===== src/rtl/rtcc_pkg.sv =====
/*
 Shared constants and types of the real-time clock control block:
 register indices, field layouts, reset values and timing counts.
 Assumes a 32.768 kHz time base made from the bus clock.
*/
`default_nettype none
package rtcc_pkg;
  localparam int OSC_HZ         = 32768;
  localparam int UIP_LEAD_US    = 244;
  localparam int UIP_LEAD_TICKS = (UIP_LEAD_US * OSC_HZ + 999999) / 1000000;
  localparam logic [14:0] UIP_START = 15'(OSC_HZ - UIP_LEAD_TICKS);
  localparam logic [3:0] TAP_LOW_OFS  = 4'h5;
  localparam logic [3:0] TAP_HIGH_OFS = 4'h2;
  localparam logic [3:0] RATE_NONE    = 4'h0;
  localparam int IDX_W     = 7;
  localparam int RAM_BYTES = 128;
  localparam int ADDR_LSB  = 2;
  localparam logic [6:0] IDX_SEC     = 7'h00;
  localparam logic [6:0] IDX_SEC_ALM = 7'h01;
  localparam logic [6:0] IDX_MIN     = 7'h02;
  localparam logic [6:0] IDX_MIN_ALM = 7'h03;
  localparam logic [6:0] IDX_HR      = 7'h04;
  localparam logic [6:0] IDX_HR_ALM  = 7'h05;
  localparam logic [6:0] IDX_DOW     = 7'h06;
  localparam logic [6:0] IDX_DATE    = 7'h07;
  localparam logic [6:0] IDX_MON     = 7'h08;
  localparam logic [6:0] IDX_YEAR    = 7'h09;
  localparam logic [6:0] IDX_RATE    = 7'h0a;
  localparam logic [6:0] IDX_CTRL    = 7'h0b;
  localparam logic [6:0] IDX_FLAGS   = 7'h0c;
  localparam logic [6:0] IDX_BATT    = 7'h0d;
  localparam logic [6:0] IDX_CENT    = 7'h32;
  localparam logic [7:0] CTRL_POR    = 8'h08;
  localparam logic [3:0] RATE_POR    = 4'h0;
  localparam logic [6:0] CENT_LOAD   = 7'h20;
  localparam logic [1:0] DONT_CARE   = 2'h3;
  localparam logic [1:0] RESP_OKAY   = 2'h0;
  localparam logic [1:0] RESP_SLVERR = 2'h2;
  localparam logic [7:0] SIXTY       = 8'h3c;
  localparam logic [7:0] HRS_DAY     = 8'h18;
  localparam logic [7:0] NOON        = 8'h0c;
  localparam logic [7:0] LAST_DOW    = 8'h07;
  localparam logic [7:0] MONTHS      = 8'h0c;
  localparam logic [7:0] YEARS       = 8'h64;
  localparam logic [7:0] SUNDAY      = 8'h01;
  localparam logic [7:0] APRIL       = 8'h04;
  localparam logic [7:0] OCTOBER     = 8'h0a;
  localparam logic [7:0] FEBRUARY    = 8'h02;
  localparam logic [7:0] DST_HOUR    = 8'h01;
  localparam logic [7:0] SPRING_HOUR = 8'h03;
  localparam logic [7:0] WEEK1_END   = 8'h07;
  localparam logic [7:0] LASTWK_BEG  = 8'h19;
  typedef struct packed {
    logic update_freeze;
    logic periodic_int_enable;
    logic alarm_int_enable;
    logic update_end_int_enable;
    logic square_wave_enable;
    logic binary_format_select;
    logic hour_24_select;
    logic daylight_saving_enable;
  } rtcc_ctrl_t;
  typedef struct packed {
    logic periodic_flag;
    logic alarm_flag;
    logic update_end_flag;
  } rtcc_flags_t;
endpackage
`default_nettype wire


===== src/rtl/rtcc_top.sv =====
/*
 Real-time clock control, flags, clock bytes and general RAM behind
 an AXI4-Lite slave, one byte per aligned word (byte address = 4 x index).
 Assumes one clock; reset pin and battery level are asynchronous pins.
*/
// The implementer's own choice: the AXI4-Lite register port.
`timescale 1ns/1ps
`default_nettype none
// Notes on behaviour
// - Freeze bit 7 clear advances time each second; set blocks updates; pin reset keeps it.
// - Periodic enable lets periodic flag pull interrupt low; flag sets anyway; pin reset clears.
// - Alarm enable gates alarm flag onto interrupt; only software changes it.
// - Alarm when three time bytes match alarm bytes; 11xxxxxx matches anything.
// - Update-end enable gates its flag; pin reset or freeze write clears it.
// - Square-wave enable drives selected tap out, else pin low; reset clears, power-up sets.
// - Format bit picks binary when 1, BCD when 0; reset leaves it.
// - Hour bit picks 24-hour when 1, 12-hour when 0; reset leaves it.
// - Daylight enable: first April Sunday steps 1:59:59 to 3:00:00.
// - Daylight enable: last October Sunday, first 1:59:59 returns to 1:00:00.
// - Request flag is OR of flag-and-enable pairs; interrupt pin low while set.
// - Reading flag register clears all flags; reset pin low clears them too.
// - Periodic flag sets on selected divider tap edge regardless of enable.
// - Alarm flag sets on time match; with enable raises request and pin.
// - Update-end flag sets after every update cycle.
// - Flag register bits 3..0 read zero, writes ignored.
// - Battery register bit 7 shows backup state, rest zero, not writable.
// - Century byte loads BCD 20 on year 99 to 00, keeps its top bit.
// - General RAM bytes stay readable and writable during updates.
// - Enabling an already set flag asserts the interrupt at once.
// - Flag read returns a stable snapshot; events during it set afterwards.
// - Writing freeze high also clears the update-pending status.
// - Four rate bits pick one of thirteen divider taps or none.
module rtcc_top #(
  parameter int CLK_HZ = 10000000,
  parameter int ADDR_W = 12
) (
  // Clock and reset
  input  wire logic              aclk,
  input  wire logic              aresetn,
  // Write address and data
  input  wire logic [ADDR_W-1:0] awaddr,
  input  wire logic              awvalid,
  output logic                   awready,
  input  wire logic [31:0]       wdata,
  input  wire logic [3:0]        wstrb,
  input  wire logic              wvalid,
  output logic                   wready,
  // Write response
  output logic [1:0]             bresp,
  output logic                   bvalid,
  input  wire logic              bready,
  // Read address and data
  input  wire logic [ADDR_W-1:0] araddr,
  input  wire logic              arvalid,
  output logic                   arready,
  output logic [31:0]            rdata,
  output logic [1:0]             rresp,
  output logic                   rvalid,
  input  wire logic              rready,
  // Device pins
  input  wire logic              reset_pin_n,
  input  wire logic              battery_ok,
  output logic                   irq_n,
  output logic                   square_wave_pin
);
  localparam logic [31:0] ACC_MOD  = 32'(CLK_HZ);
  localparam logic [31:0] ACC_STEP = 32'(rtcc_pkg::OSC_HZ);

  logic [1:0]            pin_meta;
  logic [1:0]            pin_sync;
  logic                  rst_pin;
  logic                  batt;
  logic [31:0]           acc, next_acc;
  logic [14:0]           div, next_div;
  logic                  osc_tick, sec_tick, upd;
  logic [3:0]            tap_idx;
  logic                  tap, tap_q, tap_edge;
  rtcc_pkg::rtcc_ctrl_t  ctrl, next_ctrl;
  rtcc_pkg::rtcc_flags_t flags, next_flags, events;
  logic [3:0]            rs, next_rs;
  logic                  update_pending_status, next_uip, interrupt_request_flag, next_irq_n, next_sqw;
  logic                  aw_held, next_aw_held, aw_ok, next_aw_ok;
  logic [6:0]            aw_idx, next_aw_idx, ar_idx;
  logic                  w_held, next_w_held, wlane, next_wlane;
  logic [7:0]            wbyte, next_wbyte, rd_byte;
  logic                  next_bvalid, next_rvalid, ar_ok, ar_go, wr_go;
  logic [1:0]            next_bresp, next_rresp;
  logic [31:0]           next_rdata;
  logic                  rd_clear, ctrl_wr;
  logic [7:0]            ram [0:rtcc_pkg::RAM_BYTES-1];
  logic                  dst_done, next_dst_done, cent_load, alarm_hit;
  logic [7:0]            sec, mnt, hv, hr, dow, date, mon, yr, dim, h12;
  logic [7:0]            n_sec, n_min, n_hr, n_dow, n_date, n_mon, n_yr;
  logic [7:0]            b_sec, b_min, b_hr, t_sec, t_min, t_hr, h12f;
  function automatic logic [7:0] to_bin(input logic [7:0] v, input logic bin);
    return bin ? v : {4'h0, v[7:4]} * 8'h0a + {4'h0, v[3:0]};
  endfunction
  function automatic logic [7:0] to_fmt(input logic [7:0] v, input logic bin);
    return bin ? v : {4'(v / 8'h0a), 4'(v % 8'h0a)};
  endfunction
  function automatic logic hit(input logic [7:0] t, input logic [7:0] a);
    return (a[7:6] == rtcc_pkg::DONT_CARE) || (t == a);
  endfunction
  // Pins are asynchronous; only the second stage is read
  always_ff @(posedge aclk) begin
    if (!aresetn) begin
      pin_meta <= 2'h3;
      pin_sync <= 2'h3;
    end else begin
      pin_meta <= {battery_ok, reset_pin_n};
      pin_sync <= pin_meta;
    end
  end
  assign rst_pin = !pin_sync[0];
  assign batt    = pin_sync[1];
  // Fractional divider makes the oscillator ticks from the bus clock
  always_comb begin
    next_acc = acc + ACC_STEP;
    osc_tick = 1'b0;
    if (next_acc >= ACC_MOD) begin
      next_acc = next_acc - ACC_MOD;
      osc_tick = 1'b1;
    end
    next_div = osc_tick ? div + 15'h0001 : div;
    sec_tick = osc_tick && (div == 15'h7fff);
    upd      = sec_tick && !ctrl.update_freeze;
    tap_idx  = (rs <= 4'h2) ? rs + rtcc_pkg::TAP_LOW_OFS : rs - rtcc_pkg::TAP_HIGH_OFS;
    tap      = (rs != rtcc_pkg::RATE_NONE) && div[tap_idx];
    tap_edge = tap && !tap_q;
  end
  always_ff @(posedge aclk) begin
    if (!aresetn) begin
      acc   <= 32'h0;
      div   <= 15'h0;
      tap_q <= 1'b0;
    end else begin
      acc   <= next_acc;
      div   <= next_div;
      tap_q <= tap;
    end
  end
  // Bus slave, control, flags and pin outputs
  assign awready = !aw_held;
  assign wready  = !w_held;
  assign arready = !rvalid;
  assign ar_go   = arvalid && arready;
  assign ar_idx  = araddr[rtcc_pkg::ADDR_LSB +: rtcc_pkg::IDX_W];
  assign ar_ok   = araddr[ADDR_W-1:rtcc_pkg::ADDR_LSB+rtcc_pkg::IDX_W] == '0;
  assign wr_go   = aw_held && w_held && !bvalid;
  assign ctrl_wr = wr_go && aw_ok && wlane && (aw_idx == rtcc_pkg::IDX_CTRL);
  assign interrupt_request_flag    = (flags.periodic_flag && ctrl.periodic_int_enable)
                 || (flags.alarm_flag && ctrl.alarm_int_enable)
                 || (flags.update_end_flag && ctrl.update_end_int_enable);
  always_comb begin
    next_aw_held = aw_held;
    next_aw_idx  = aw_idx;
    next_aw_ok   = aw_ok;
    next_w_held  = w_held;
    next_wbyte   = wbyte;
    next_wlane   = wlane;
    next_bvalid  = bvalid && !bready;
    next_bresp   = bresp;
    next_rvalid  = rvalid && !rready;
    next_rdata   = rdata;
    next_rresp   = rresp;
    next_ctrl    = ctrl;
    next_rs      = rs;
    next_uip     = !ctrl.update_freeze && (div >= rtcc_pkg::UIP_START);
    rd_clear     = 1'b0;
    if (awvalid && awready) begin
      next_aw_held = 1'b1;
      next_aw_idx  = awaddr[rtcc_pkg::ADDR_LSB +: rtcc_pkg::IDX_W];
      next_aw_ok   = awaddr[ADDR_W-1:rtcc_pkg::ADDR_LSB+rtcc_pkg::IDX_W] == '0;
    end
    if (wvalid && wready) begin
      next_w_held = 1'b1;
      next_wbyte  = wdata[7:0];
      next_wlane  = wstrb[0];
    end
    if (wr_go) begin
      next_aw_held = 1'b0;
      next_w_held  = 1'b0;
      next_bvalid  = 1'b1;
      next_bresp   = aw_ok ? rtcc_pkg::RESP_OKAY : rtcc_pkg::RESP_SLVERR;
    end
    // Flag and battery writes fall through and are dropped
    if (wr_go && aw_ok && wlane && aw_idx == rtcc_pkg::IDX_RATE) begin
      next_rs = wbyte[3:0];
    end
    if (ctrl_wr) begin
      next_ctrl = wbyte;
      if (wbyte[7]) begin
        next_ctrl.update_end_int_enable = 1'b0;
        next_uip = 1'b0;
      end
    end
    case (ar_idx)
      rtcc_pkg::IDX_RATE:  rd_byte = {update_pending_status, 3'h0, rs};
      rtcc_pkg::IDX_CTRL:  rd_byte = ctrl;
      rtcc_pkg::IDX_FLAGS: rd_byte = {interrupt_request_flag, flags, 4'h0};
      rtcc_pkg::IDX_BATT:  rd_byte = {batt, 7'h00};
      default:             rd_byte = ram[ar_idx];
    endcase
    if (ar_go) begin
      next_rvalid = 1'b1;
      next_rresp  = ar_ok ? rtcc_pkg::RESP_OKAY : rtcc_pkg::RESP_SLVERR;
      next_rdata  = ar_ok ? {24'h0, rd_byte} : 32'h0;
      rd_clear    = ar_ok && (ar_idx == rtcc_pkg::IDX_FLAGS);
    end
    events.periodic_flag   = tap_edge;
    events.alarm_flag      = sec_tick && alarm_hit;
    events.update_end_flag = sec_tick;
    // New events win over the read clear, so none is lost
    next_flags = (rd_clear ? '0 : flags) | events;
    if (rst_pin) begin
      next_flags = '0;
      next_ctrl.periodic_int_enable   = 1'b0;
      next_ctrl.update_end_int_enable = 1'b0;
      next_ctrl.square_wave_enable    = 1'b0;
    end
    next_irq_n = !interrupt_request_flag;
    next_sqw   = ctrl.square_wave_enable && tap;
  end
  always_ff @(posedge aclk) begin
    if (!aresetn) begin
      aw_held         <= 1'b0;
      aw_idx          <= 7'h00;
      aw_ok           <= 1'b0;
      w_held          <= 1'b0;
      wbyte           <= 8'h00;
      wlane           <= 1'b0;
      bvalid          <= 1'b0;
      bresp           <= rtcc_pkg::RESP_OKAY;
      rvalid          <= 1'b0;
      rdata           <= 32'h0;
      rresp           <= rtcc_pkg::RESP_OKAY;
      ctrl            <= rtcc_pkg::CTRL_POR;
      rs              <= rtcc_pkg::RATE_POR;
      update_pending_status             <= 1'b0;
      flags           <= '0;
      irq_n           <= 1'b1;
      square_wave_pin <= 1'b0;
    end else begin
      aw_held         <= next_aw_held;
      aw_idx          <= next_aw_idx;
      aw_ok           <= next_aw_ok;
      w_held          <= next_w_held;
      wbyte           <= next_wbyte;
      wlane           <= next_wlane;
      bvalid          <= next_bvalid;
      bresp           <= next_bresp;
      rvalid          <= next_rvalid;
      rdata           <= next_rdata;
      rresp           <= next_rresp;
      ctrl            <= next_ctrl;
      rs              <= next_rs;
      update_pending_status             <= next_uip;
      flags           <= next_flags;
      irq_n           <= next_irq_n;
      square_wave_pin <= next_sqw;
    end
  end
  // Time arithmetic runs in binary whatever the stored format
  always_comb begin
    sec  = to_bin(ram[rtcc_pkg::IDX_SEC], ctrl.binary_format_select);
    mnt  = to_bin(ram[rtcc_pkg::IDX_MIN], ctrl.binary_format_select);
    hv   = to_bin({1'b0, ram[rtcc_pkg::IDX_HR][6:0]}, ctrl.binary_format_select);
    hr   = ctrl.hour_24_select ? hv : ((hv == rtcc_pkg::NOON) ? 8'h00 : hv)
         + (ram[rtcc_pkg::IDX_HR][7] ? rtcc_pkg::NOON : 8'h00);
    dow  = ram[rtcc_pkg::IDX_DOW];
    date = to_bin(ram[rtcc_pkg::IDX_DATE], ctrl.binary_format_select);
    mon  = to_bin(ram[rtcc_pkg::IDX_MON], ctrl.binary_format_select);
    yr   = to_bin(ram[rtcc_pkg::IDX_YEAR], ctrl.binary_format_select);
    dim  = (mon == rtcc_pkg::FEBRUARY) ? ((yr[1:0] == 2'h0) ? 8'h1d : 8'h1c)
         : (mon == 8'h04 || mon == 8'h06 || mon == 8'h09 || mon == 8'h0b) ? 8'h1e : 8'h1f;
    n_sec = sec + 8'h01;
    n_min = mnt;
    n_hr = hr;
    n_dow = dow;
    n_date = date;
    n_mon = mon;
    n_yr = yr;
    cent_load = 1'b0;
    next_dst_done = dst_done;
    if (n_sec == rtcc_pkg::SIXTY) begin
      n_sec = 8'h00;
      n_min = mnt + 8'h01;
      if (n_min == rtcc_pkg::SIXTY) begin
        n_min = 8'h00;
        n_hr = hr + 8'h01;
        if (n_hr == rtcc_pkg::HRS_DAY) begin
          n_hr = 8'h00;
          next_dst_done = 1'b0;
          n_dow = (dow >= rtcc_pkg::LAST_DOW) ? 8'h01 : dow + 8'h01;
          n_date = date + 8'h01;
          if (n_date > dim) begin
            n_date = 8'h01;
            n_mon = mon + 8'h01;
            if (n_mon > rtcc_pkg::MONTHS) begin
              n_mon = 8'h01;
              n_yr = yr + 8'h01;
              if (n_yr == rtcc_pkg::YEARS) begin
                n_yr = 8'h00;
                cent_load = 1'b1;
              end
            end
          end
        end
      end
    end
    if (ctrl.daylight_saving_enable && dow == rtcc_pkg::SUNDAY && hr == rtcc_pkg::DST_HOUR
        && mnt == rtcc_pkg::SIXTY - 8'h01 && sec == rtcc_pkg::SIXTY - 8'h01) begin
      if (mon == rtcc_pkg::APRIL && date <= rtcc_pkg::WEEK1_END) begin
        n_hr = rtcc_pkg::SPRING_HOUR;
        n_min = 8'h00;
        n_sec = 8'h00;
      end else if (mon == rtcc_pkg::OCTOBER && date >= rtcc_pkg::LASTWK_BEG && !dst_done) begin
        n_hr = rtcc_pkg::DST_HOUR;
        n_min = 8'h00;
        n_sec = 8'h00;
        next_dst_done = 1'b1;
      end
    end
    if (!upd) begin
      next_dst_done = dst_done;
    end
    h12 = (n_hr == 8'h00) ? rtcc_pkg::NOON : (n_hr > rtcc_pkg::NOON) ? n_hr - rtcc_pkg::NOON : n_hr;
    h12f = to_fmt(h12, ctrl.binary_format_select);
    b_sec = to_fmt(n_sec, ctrl.binary_format_select);
    b_min = to_fmt(n_min, ctrl.binary_format_select);
    b_hr = ctrl.hour_24_select ? to_fmt(n_hr, ctrl.binary_format_select)
         : {n_hr >= rtcc_pkg::NOON, h12f[6:0]};
    // Frozen time is still checked against the alarm each second
    t_sec = upd ? b_sec : ram[rtcc_pkg::IDX_SEC];
    t_min = upd ? b_min : ram[rtcc_pkg::IDX_MIN];
    t_hr = upd ? b_hr : ram[rtcc_pkg::IDX_HR];
    alarm_hit = hit(t_sec, ram[rtcc_pkg::IDX_SEC_ALM]) && hit(t_min, ram[rtcc_pkg::IDX_MIN_ALM])
              && hit(t_hr, ram[rtcc_pkg::IDX_HR_ALM]);
  end
  // Bus writes land after the update, so software always has the last word
  always_ff @(posedge aclk) begin
    if (!aresetn) begin
      dst_done <= 1'b0;
      for (int i = 0; i < rtcc_pkg::RAM_BYTES; i++) begin
        ram[i] <= 8'h00;
      end
    end else begin
      dst_done <= next_dst_done;
      if (upd) begin
        ram[rtcc_pkg::IDX_SEC]  <= b_sec;
        ram[rtcc_pkg::IDX_MIN]  <= b_min;
        ram[rtcc_pkg::IDX_HR]   <= b_hr;
        ram[rtcc_pkg::IDX_DOW]  <= n_dow;
        ram[rtcc_pkg::IDX_DATE] <= to_fmt(n_date, ctrl.binary_format_select);
        ram[rtcc_pkg::IDX_MON]  <= to_fmt(n_mon, ctrl.binary_format_select);
        ram[rtcc_pkg::IDX_YEAR] <= to_fmt(n_yr, ctrl.binary_format_select);
        if (cent_load) begin
          ram[rtcc_pkg::IDX_CENT] <= {ram[rtcc_pkg::IDX_CENT][7], rtcc_pkg::CENT_LOAD};
        end
      end
      if (wr_go && aw_ok && wlane && (aw_idx < rtcc_pkg::IDX_RATE || aw_idx > rtcc_pkg::IDX_BATT)) begin
        ram[aw_idx] <= wbyte;
      end
    end
  end
endmodule // rtcc_top
`default_nettype wire


===== config.mk =====
export PLATFORM = sky130hd
export DESIGN_NAME = rtcc_top
export DESIGN_NICKNAME = d
export VERILOG_FILES = /design/src/rtl/rtcc_pkg.sv /design/src/rtl/rtcc_top.sv
export SDC_FILE = /design/constraint.sdc
export NUM_CORES = 2
export LEC_CHECK = 0
export ABC_AREA = 1
export BUFFER_PORTS_ARGS = -buffer_cell sky130_fd_sc_hd__buf_2
export CORE_MARGIN = 2
export CORE_UTILIZATION = 45
export DETAILED_ROUTE_END_ITERATION = 12
export PLACE_DENSITY = 0.65
export SLEW_MARGIN = 20
export SYNTH_ARGS = -nofsm -noshare
export SYNTH_HDL_FRONTEND = slang
export SYNTH_SLANG_ARGS = --single-unit
export TNS_END_PERCENT = 20

===== constraint.sdc =====
create_clock -name aclk -period 16.15 [get_ports aclk]
set_input_delay 4.0375 -clock aclk [delete_from_list [all_inputs] [get_ports aclk]]
set_output_delay 4.0375 -clock aclk [all_outputs]
set_load 0.01 [all_outputs]

After elaboration in Yosys (flattened, before gate mapping)
Memory sizes are Yosys's and may differ from the RTL's.
Index checks and enable logic that the tools add are counted.
{ "op_classes": {"mul": 6, "eq_ne": 37, "reduce_logical": 60, "div_mod_pow": 14, "bitwise": 35, "n_mux": 112, "n_shift": 0, "order_cmp": 13, "n_addsub": 20} }
{ "ops": {"columns": ["op", "count"], "rows": [
  ["two-way mux 8 bit", 63],
  ["adder 8 x 1 -> 8 bit (second input constant)", 7],
  ["divider 8 x 4 -> 8 bit (second input constant)", 7],
  ["modulo 8 x 4 -> 8 bit (second input constant)", 7],
  ["== test 7 bit (first input constant)", 7],
  ["adder 8 x 4 -> 8 bit", 6],
  ["== test 7 x 4 -> 1 bit (second input constant)", 6],
  ["two-way mux 1 bit", 36],
  ["multiplier 4 x 3 -> 7 bit (second input constant)", 5],
  ["adder 32 x 16 -> 32 bit (second input constant)", 1],
  ["== test 8 x 4 -> 1 bit (second input constant)", 4],
  ["== test 8 x 6 -> 1 bit (second input constant)", 4],
  [">= comparator 32 x 24 -> 1 bit (second input constant)", 1],
  ["logical AND 1 bit", 32],
  ["two-way mux 32 bit", 1],
  ["one-hot mux 8 bit (4 select lines)", 1],
  ["subtractor 32 x 24 -> 32 bit (second input constant)", 1],
  ["== test 8 bit", 3],
  ["two-way mux 7 bit", 3],
  ["bitwise AND 1 bit", 16],
  ["== test 8 x 1 -> 1 bit (second input constant)", 2],
  ["== test 8 x 3 -> 1 bit (second input constant)", 2],
  ["> comparator 8 x 4 -> 1 bit (second input constant)", 2],
  ["adder 15 x 1 -> 15 bit (second input constant)", 1],
  ["other kinds (38)", 79]
]} }
{ "word_totals": {"output_inout_bits": 43, "mem_bits_rw": 1024, "elab_cells": 330, "latchBits": 0, "mem_count": 1, "input_bits": 69, "romBits": 0, "regBits": 128} }
{ "memory_table": {"columns": ["name", "words", "width", "read_ports", "rd_ports_with_merged_regs", "write_ports", "line", "source"], "rows": [
  ["ram", 128, 8, 11, 0, 128, "rtcc_top.sv:90", "logic [7:0] ram [0:rtcc_pkg::RAM_BYTES-1];"]
]} }

Logic depth before layout (Yosys ltp)
An unclocked memory read counts as a cell.
{ "logic_depth": {"ltp_word": 28, "mapped_depth": 64, "depth_no_buf": 64} }

Worst setup path before layout
Ideal clock, no wire load.
{ "synth_path": {"path_type": "flip-flop to flip-flop", "start": "mem ram[4][4]", "end": "mem ram[8][3], data pin", "setup_ps": 268, "required_time_ps": 15882, "arrival_ps": 6072, "synth_period_minus_slack_ps": 6339, "path_slack_ps": 9811, "stages_incl_launch_ff": 52, "n_path_buf": 0, "cell_sequence": "edfxtp_1 -> ha_1 -> ha_1 -> ha_1 -> nand2_1 -> inv_1 -> nand2_1 -> nand3_1 -> nand2_1 -> nand2_1 -> nand2_1 -> nand4_1 -> nor3_1 -> a21oi_1 -> ha_1 -> fa_1 -> nand2_1 -> nand2_1 -> (+16 left out) -> o21ai_1 -> inv_2 -> nor2_1 -> inv_1 -> nand2_1 -> nor2_1 -> or2_1 -> nand2_1 -> inv_2 -> nor2_1 -> xor2_1 -> inv_1 -> a21oi_2 -> xor2_1 -> ha_1 -> nor3_1 -> nor3b_1 -> o22ai_1"} }
{ "synth_rtl": {"columns": ["item", "line"], "rows": [
  ["from (decl)", "rtcc_top.sv:90"]
]} }

Worst setup path in the final report
{ "layout_path": {"start": "in araddr[3]", "end": "reg rdata[5]"} }
{ "layout_via": {"elab_chain_cells": 3, "elab_cells_between_ends": 7} }
{ "layout_rtl": {"columns": ["item", "line", "source"], "rows": [
  ["from (decl)", "rtcc_top.sv:53", "input wire logic [ADDR_W-1:0] araddr,"],
  ["memory (128 x 8 bit) / == test 7 x 4 -> 1 bit (equally long branches)", null, null],
  ["one-hot mux 8 bit (4 select lines) *", "rtcc_top.sv:197", "case (ar_idx)"],
  ["two-way mux 8 bit *", "rtcc_top.sv:207", "next_rdata = ar_ok ? {24'h0, rd_byte} : 32'h0;"],
  ["to (signal assigned)", "rtcc_top.sv:253", "rdata <= next_rdata;"],
  ["to (decl)", "rtcc_top.sv:56", "output logic [31:0] rdata,"]
]} }
Every way passes the cells marked *; elsewhere a longest branch is shown, timed or not.
A chain may end at the register's enable or synchronous reset.

==> results.toml <==
[synth]
yosysTopAreaCell = "edfxtp_1"
syn_inst = 5945
synth_ff_type = "edfxtp_1"
syn_area_mm2 = 0.05631
synth_top_area_share_pct = 54.61
netlist-cell-type-count = 88
async_flop_share_pct = 0
syn_area_per_cell_um2 = 9.472
synth_edf_count = 1024
synth.most_common_cell = "nand2_1"
yosys_warnings = 0
synth-seq-cells = 1119
yosysSeqAreaShare_pct = 57.98
synth_common_cells = "1218 x nand2_1, 1146 x nor2_1, 1024 x edfxtp_1, 312 x a22oi_1, 299 x inv_1"
synthTopCellsByArea = "edfxtp_1 55%, nand2_1 8.1%, nor2_1 7.6%"

[global_route]
grt_overflow = 0
antenna_found_initial = 3
grt_max_degree = 143
grt.total_usage_pct = 24.96
grt_pass1_vias = 41490
grt_pass1_wl_mm = 246.3

[sta]
final_max_slew_viol_count = 0
setup_violations = 0
worst_pin_slew_ns = 1.166
fin_crit_sh_pct = 52.24
hold_viol_final = 0
fin_crit_ns = 8.437
slew_headroom_pct = 22.20
maxClockFrequency_mhz = 118.5
rsz0062_at_grt = "false"
setup-tns-final_ns = 0
fin_skew_ns = 0.02460

[clock_tree]
cts_resized = 0
cts.path.max_buffers = 3
cts_tree = "built"
postCtsSetupBuffers = 0
clock_latency_ns = 0.70
numClockSinks = 1119
postCtsHoldBufs = 0
htreeDepth = 3
cts-root-buf = "clkbuf_16"
clkSlewWorstSetupHoldPaths_ns = 0.06
cts_buffers = 115

[finish]
area_growth_syn_to_layout_pct = 9.492
fill_cells = 11420
fin_nets = 6043
final_cell_area_mm2 = 0.06166
drive_gt1_share_pct = 8.106
stdcell_count = 7609

[setup_path]
worstSetupStartpoint = "araddr[3]"
r2r_end = "flags[1]"
worst-path-max-fanout = 113
reg2reg_slack_ns = 8.48
startpoint_type = "primary input"
reg2regPathDepth = 61
worstReg2RegStart = "ram[4][4]"
endpoint = "rdata[5]"
path_class = "primary input to register"
end_kind = "register"
critPathArrivalTime_ns = 9.04
required_ns = 16.76

[min_path]
hold_class = "register to register"

[floorplanning]
design.die.area_mm2 = 0.1280
start_util_pct = 45.43
ioPinCount = 112
coreArea_mm2 = 0.1240
die-height_um = 357.7
num_rows = 129
die_w_um = 357.7

[routing]
drt_iter0_drc = 5069
drc_errors = 0
drtPass1Iterations = 6
vias = 44220
wl_mm = 163.0
met2_length_mm = 75.32
post_drt_via_cell_ratio = 5.812
highest_layer = "met5"
wire_per_inst_um = 21.42
wl_met3_mm = 14.94
drt-met1-wl_mm = 67.13
ant_nets = 0

[placed_design]
dpl.cell_count = 7397
place_congestion = 0.8990
port_buffers = 54
dp_hpwl_mm = 103.4
placed_cell_area_mm2 = 0.05789

[status]
status = "finished clean"

[pwr]
fin_total_pwr_mw = 7.121
power_density_mw_per_mm2 = 115.5
leakage_nw = 23.03
vdd_drop_max_mv = 0.09330

[run]
max-cap-violations = 0
[state kept, by name, summed over array words and instances, names as in the netlist, 2 cells and up]
name and count:
ram 1024, acc 25, rdata 8, ctrl 8
wbyte 8, div 15, rs 4, aw_idx 7
pin_sync 2, flags 3, pin_meta 2
[through the flow]
stage	utilization [%]	hold WS (ns)	worst slack, ns
2_1_floorplan	-	0.3925	9.811
3_3_place_gp	46.70	0.3967	7.171
3_5_place_dp	46.70	0.4037	7.128
4_1_cts	49.73	0.4144	7.855
5_1_grt	49.74	0.4373	7.656
6_report	49.74	0.4097	7.713
[power breakdown]
group | leakage, nW | internal, mW | switching, mW
clock network | 1.84 | 1.54 | 1.12
logic | 9.90 | 0.315 | 0.797
registers | 11.3 | 3.28 | 0.0641
total | 23.0 | 5.14 | 1.98
[layer usage]
metal,track usage (%),up-vias
met5,0,-
met1,34.64,21380
met3,4.000,331
li1,-,20490
met4,8.644,4
met2,39.86,2012
[kinds of logic after synthesis]
kind of cell               Yosys count  synth area share, %
adders and majority gates           97                2.315
DFF                               1119                57.98
other                                1             0.006660
and+or+nand+nor                   2985                22.26
AOI/OAI and AO/OA                  967                11.25
xor gates and xnor gates            65                1.064
muxes                                2              0.03555
buffers and inverters              709                5.084
[worst min-delay path by stage]
stage	from	cells after the start	end	slack, ns
6_report	pin_meta[0]	1	pin_sync[0]	0.41
5_1_grt	pin_meta[0]	1	pin_sync[0]	0.44
4_1_cts	pin_meta[0]	1	pin_sync[0]	0.41
3_5_place_dp	pin_meta[0]	1	pin_sync[0]	0.40
3_3_place_gp	pin_meta[0]	1	pin_sync[0]	0.40
2_1_floorplan	pin_meta[0]	1	pin_sync[0]	0.39
[placed cells by master (no fill, tap or decap), drive strengths merged, types with 58 or more instances in the layout]
cell	Yosys	routed
nand2	1265	1265
nor2	1163	1163
edfxtp	1024	1024
inv	351	358
a22oi	312	312
nand3	308	308
o21ai	252	252
a21oi	194	194
clkbuf	261	149
nand4	124	124
buf	86	105
dfxtp	95	95
ha	85	85
nor3	69	69
conb	1	58
[cell type report]
class / count / area, um^2 / share of cell area [%]
Sequential cell: 1119 / 32660 / 52.96
Multi-Input combinational cell: 4174 / 21070 / 34.18
Clock buffer: 149 / 3184 / 5.165
Tap cell: 1637 / 2048 / 3.322
Inverter: 362 / 1431 / 2.322
Timing Repair Buffer: 105 / 686.9 / 1.114
Clock inverter: 62 / 574.3 / 0.9315
Antenna cell: 1 / 2.502 / 0.004059
[worst max-delay path, cell delays in order]
cell and delay (ns):
buf_2 0.19, nand2_1 0.34, inv_8 0.66, buf_4 0.74
buf_4 0.51, nand2_1 0.10, nand4_1 0.14, nor2_1 0.05
a311oi_1 0.38, a2111oi_0 0.18, a311oi_1 0.64, a311oi_1 0.19
nor3_1 0.37, o21ai_0 0.24, a21oi_1 0.16
(Power assumes the default switching activity.)
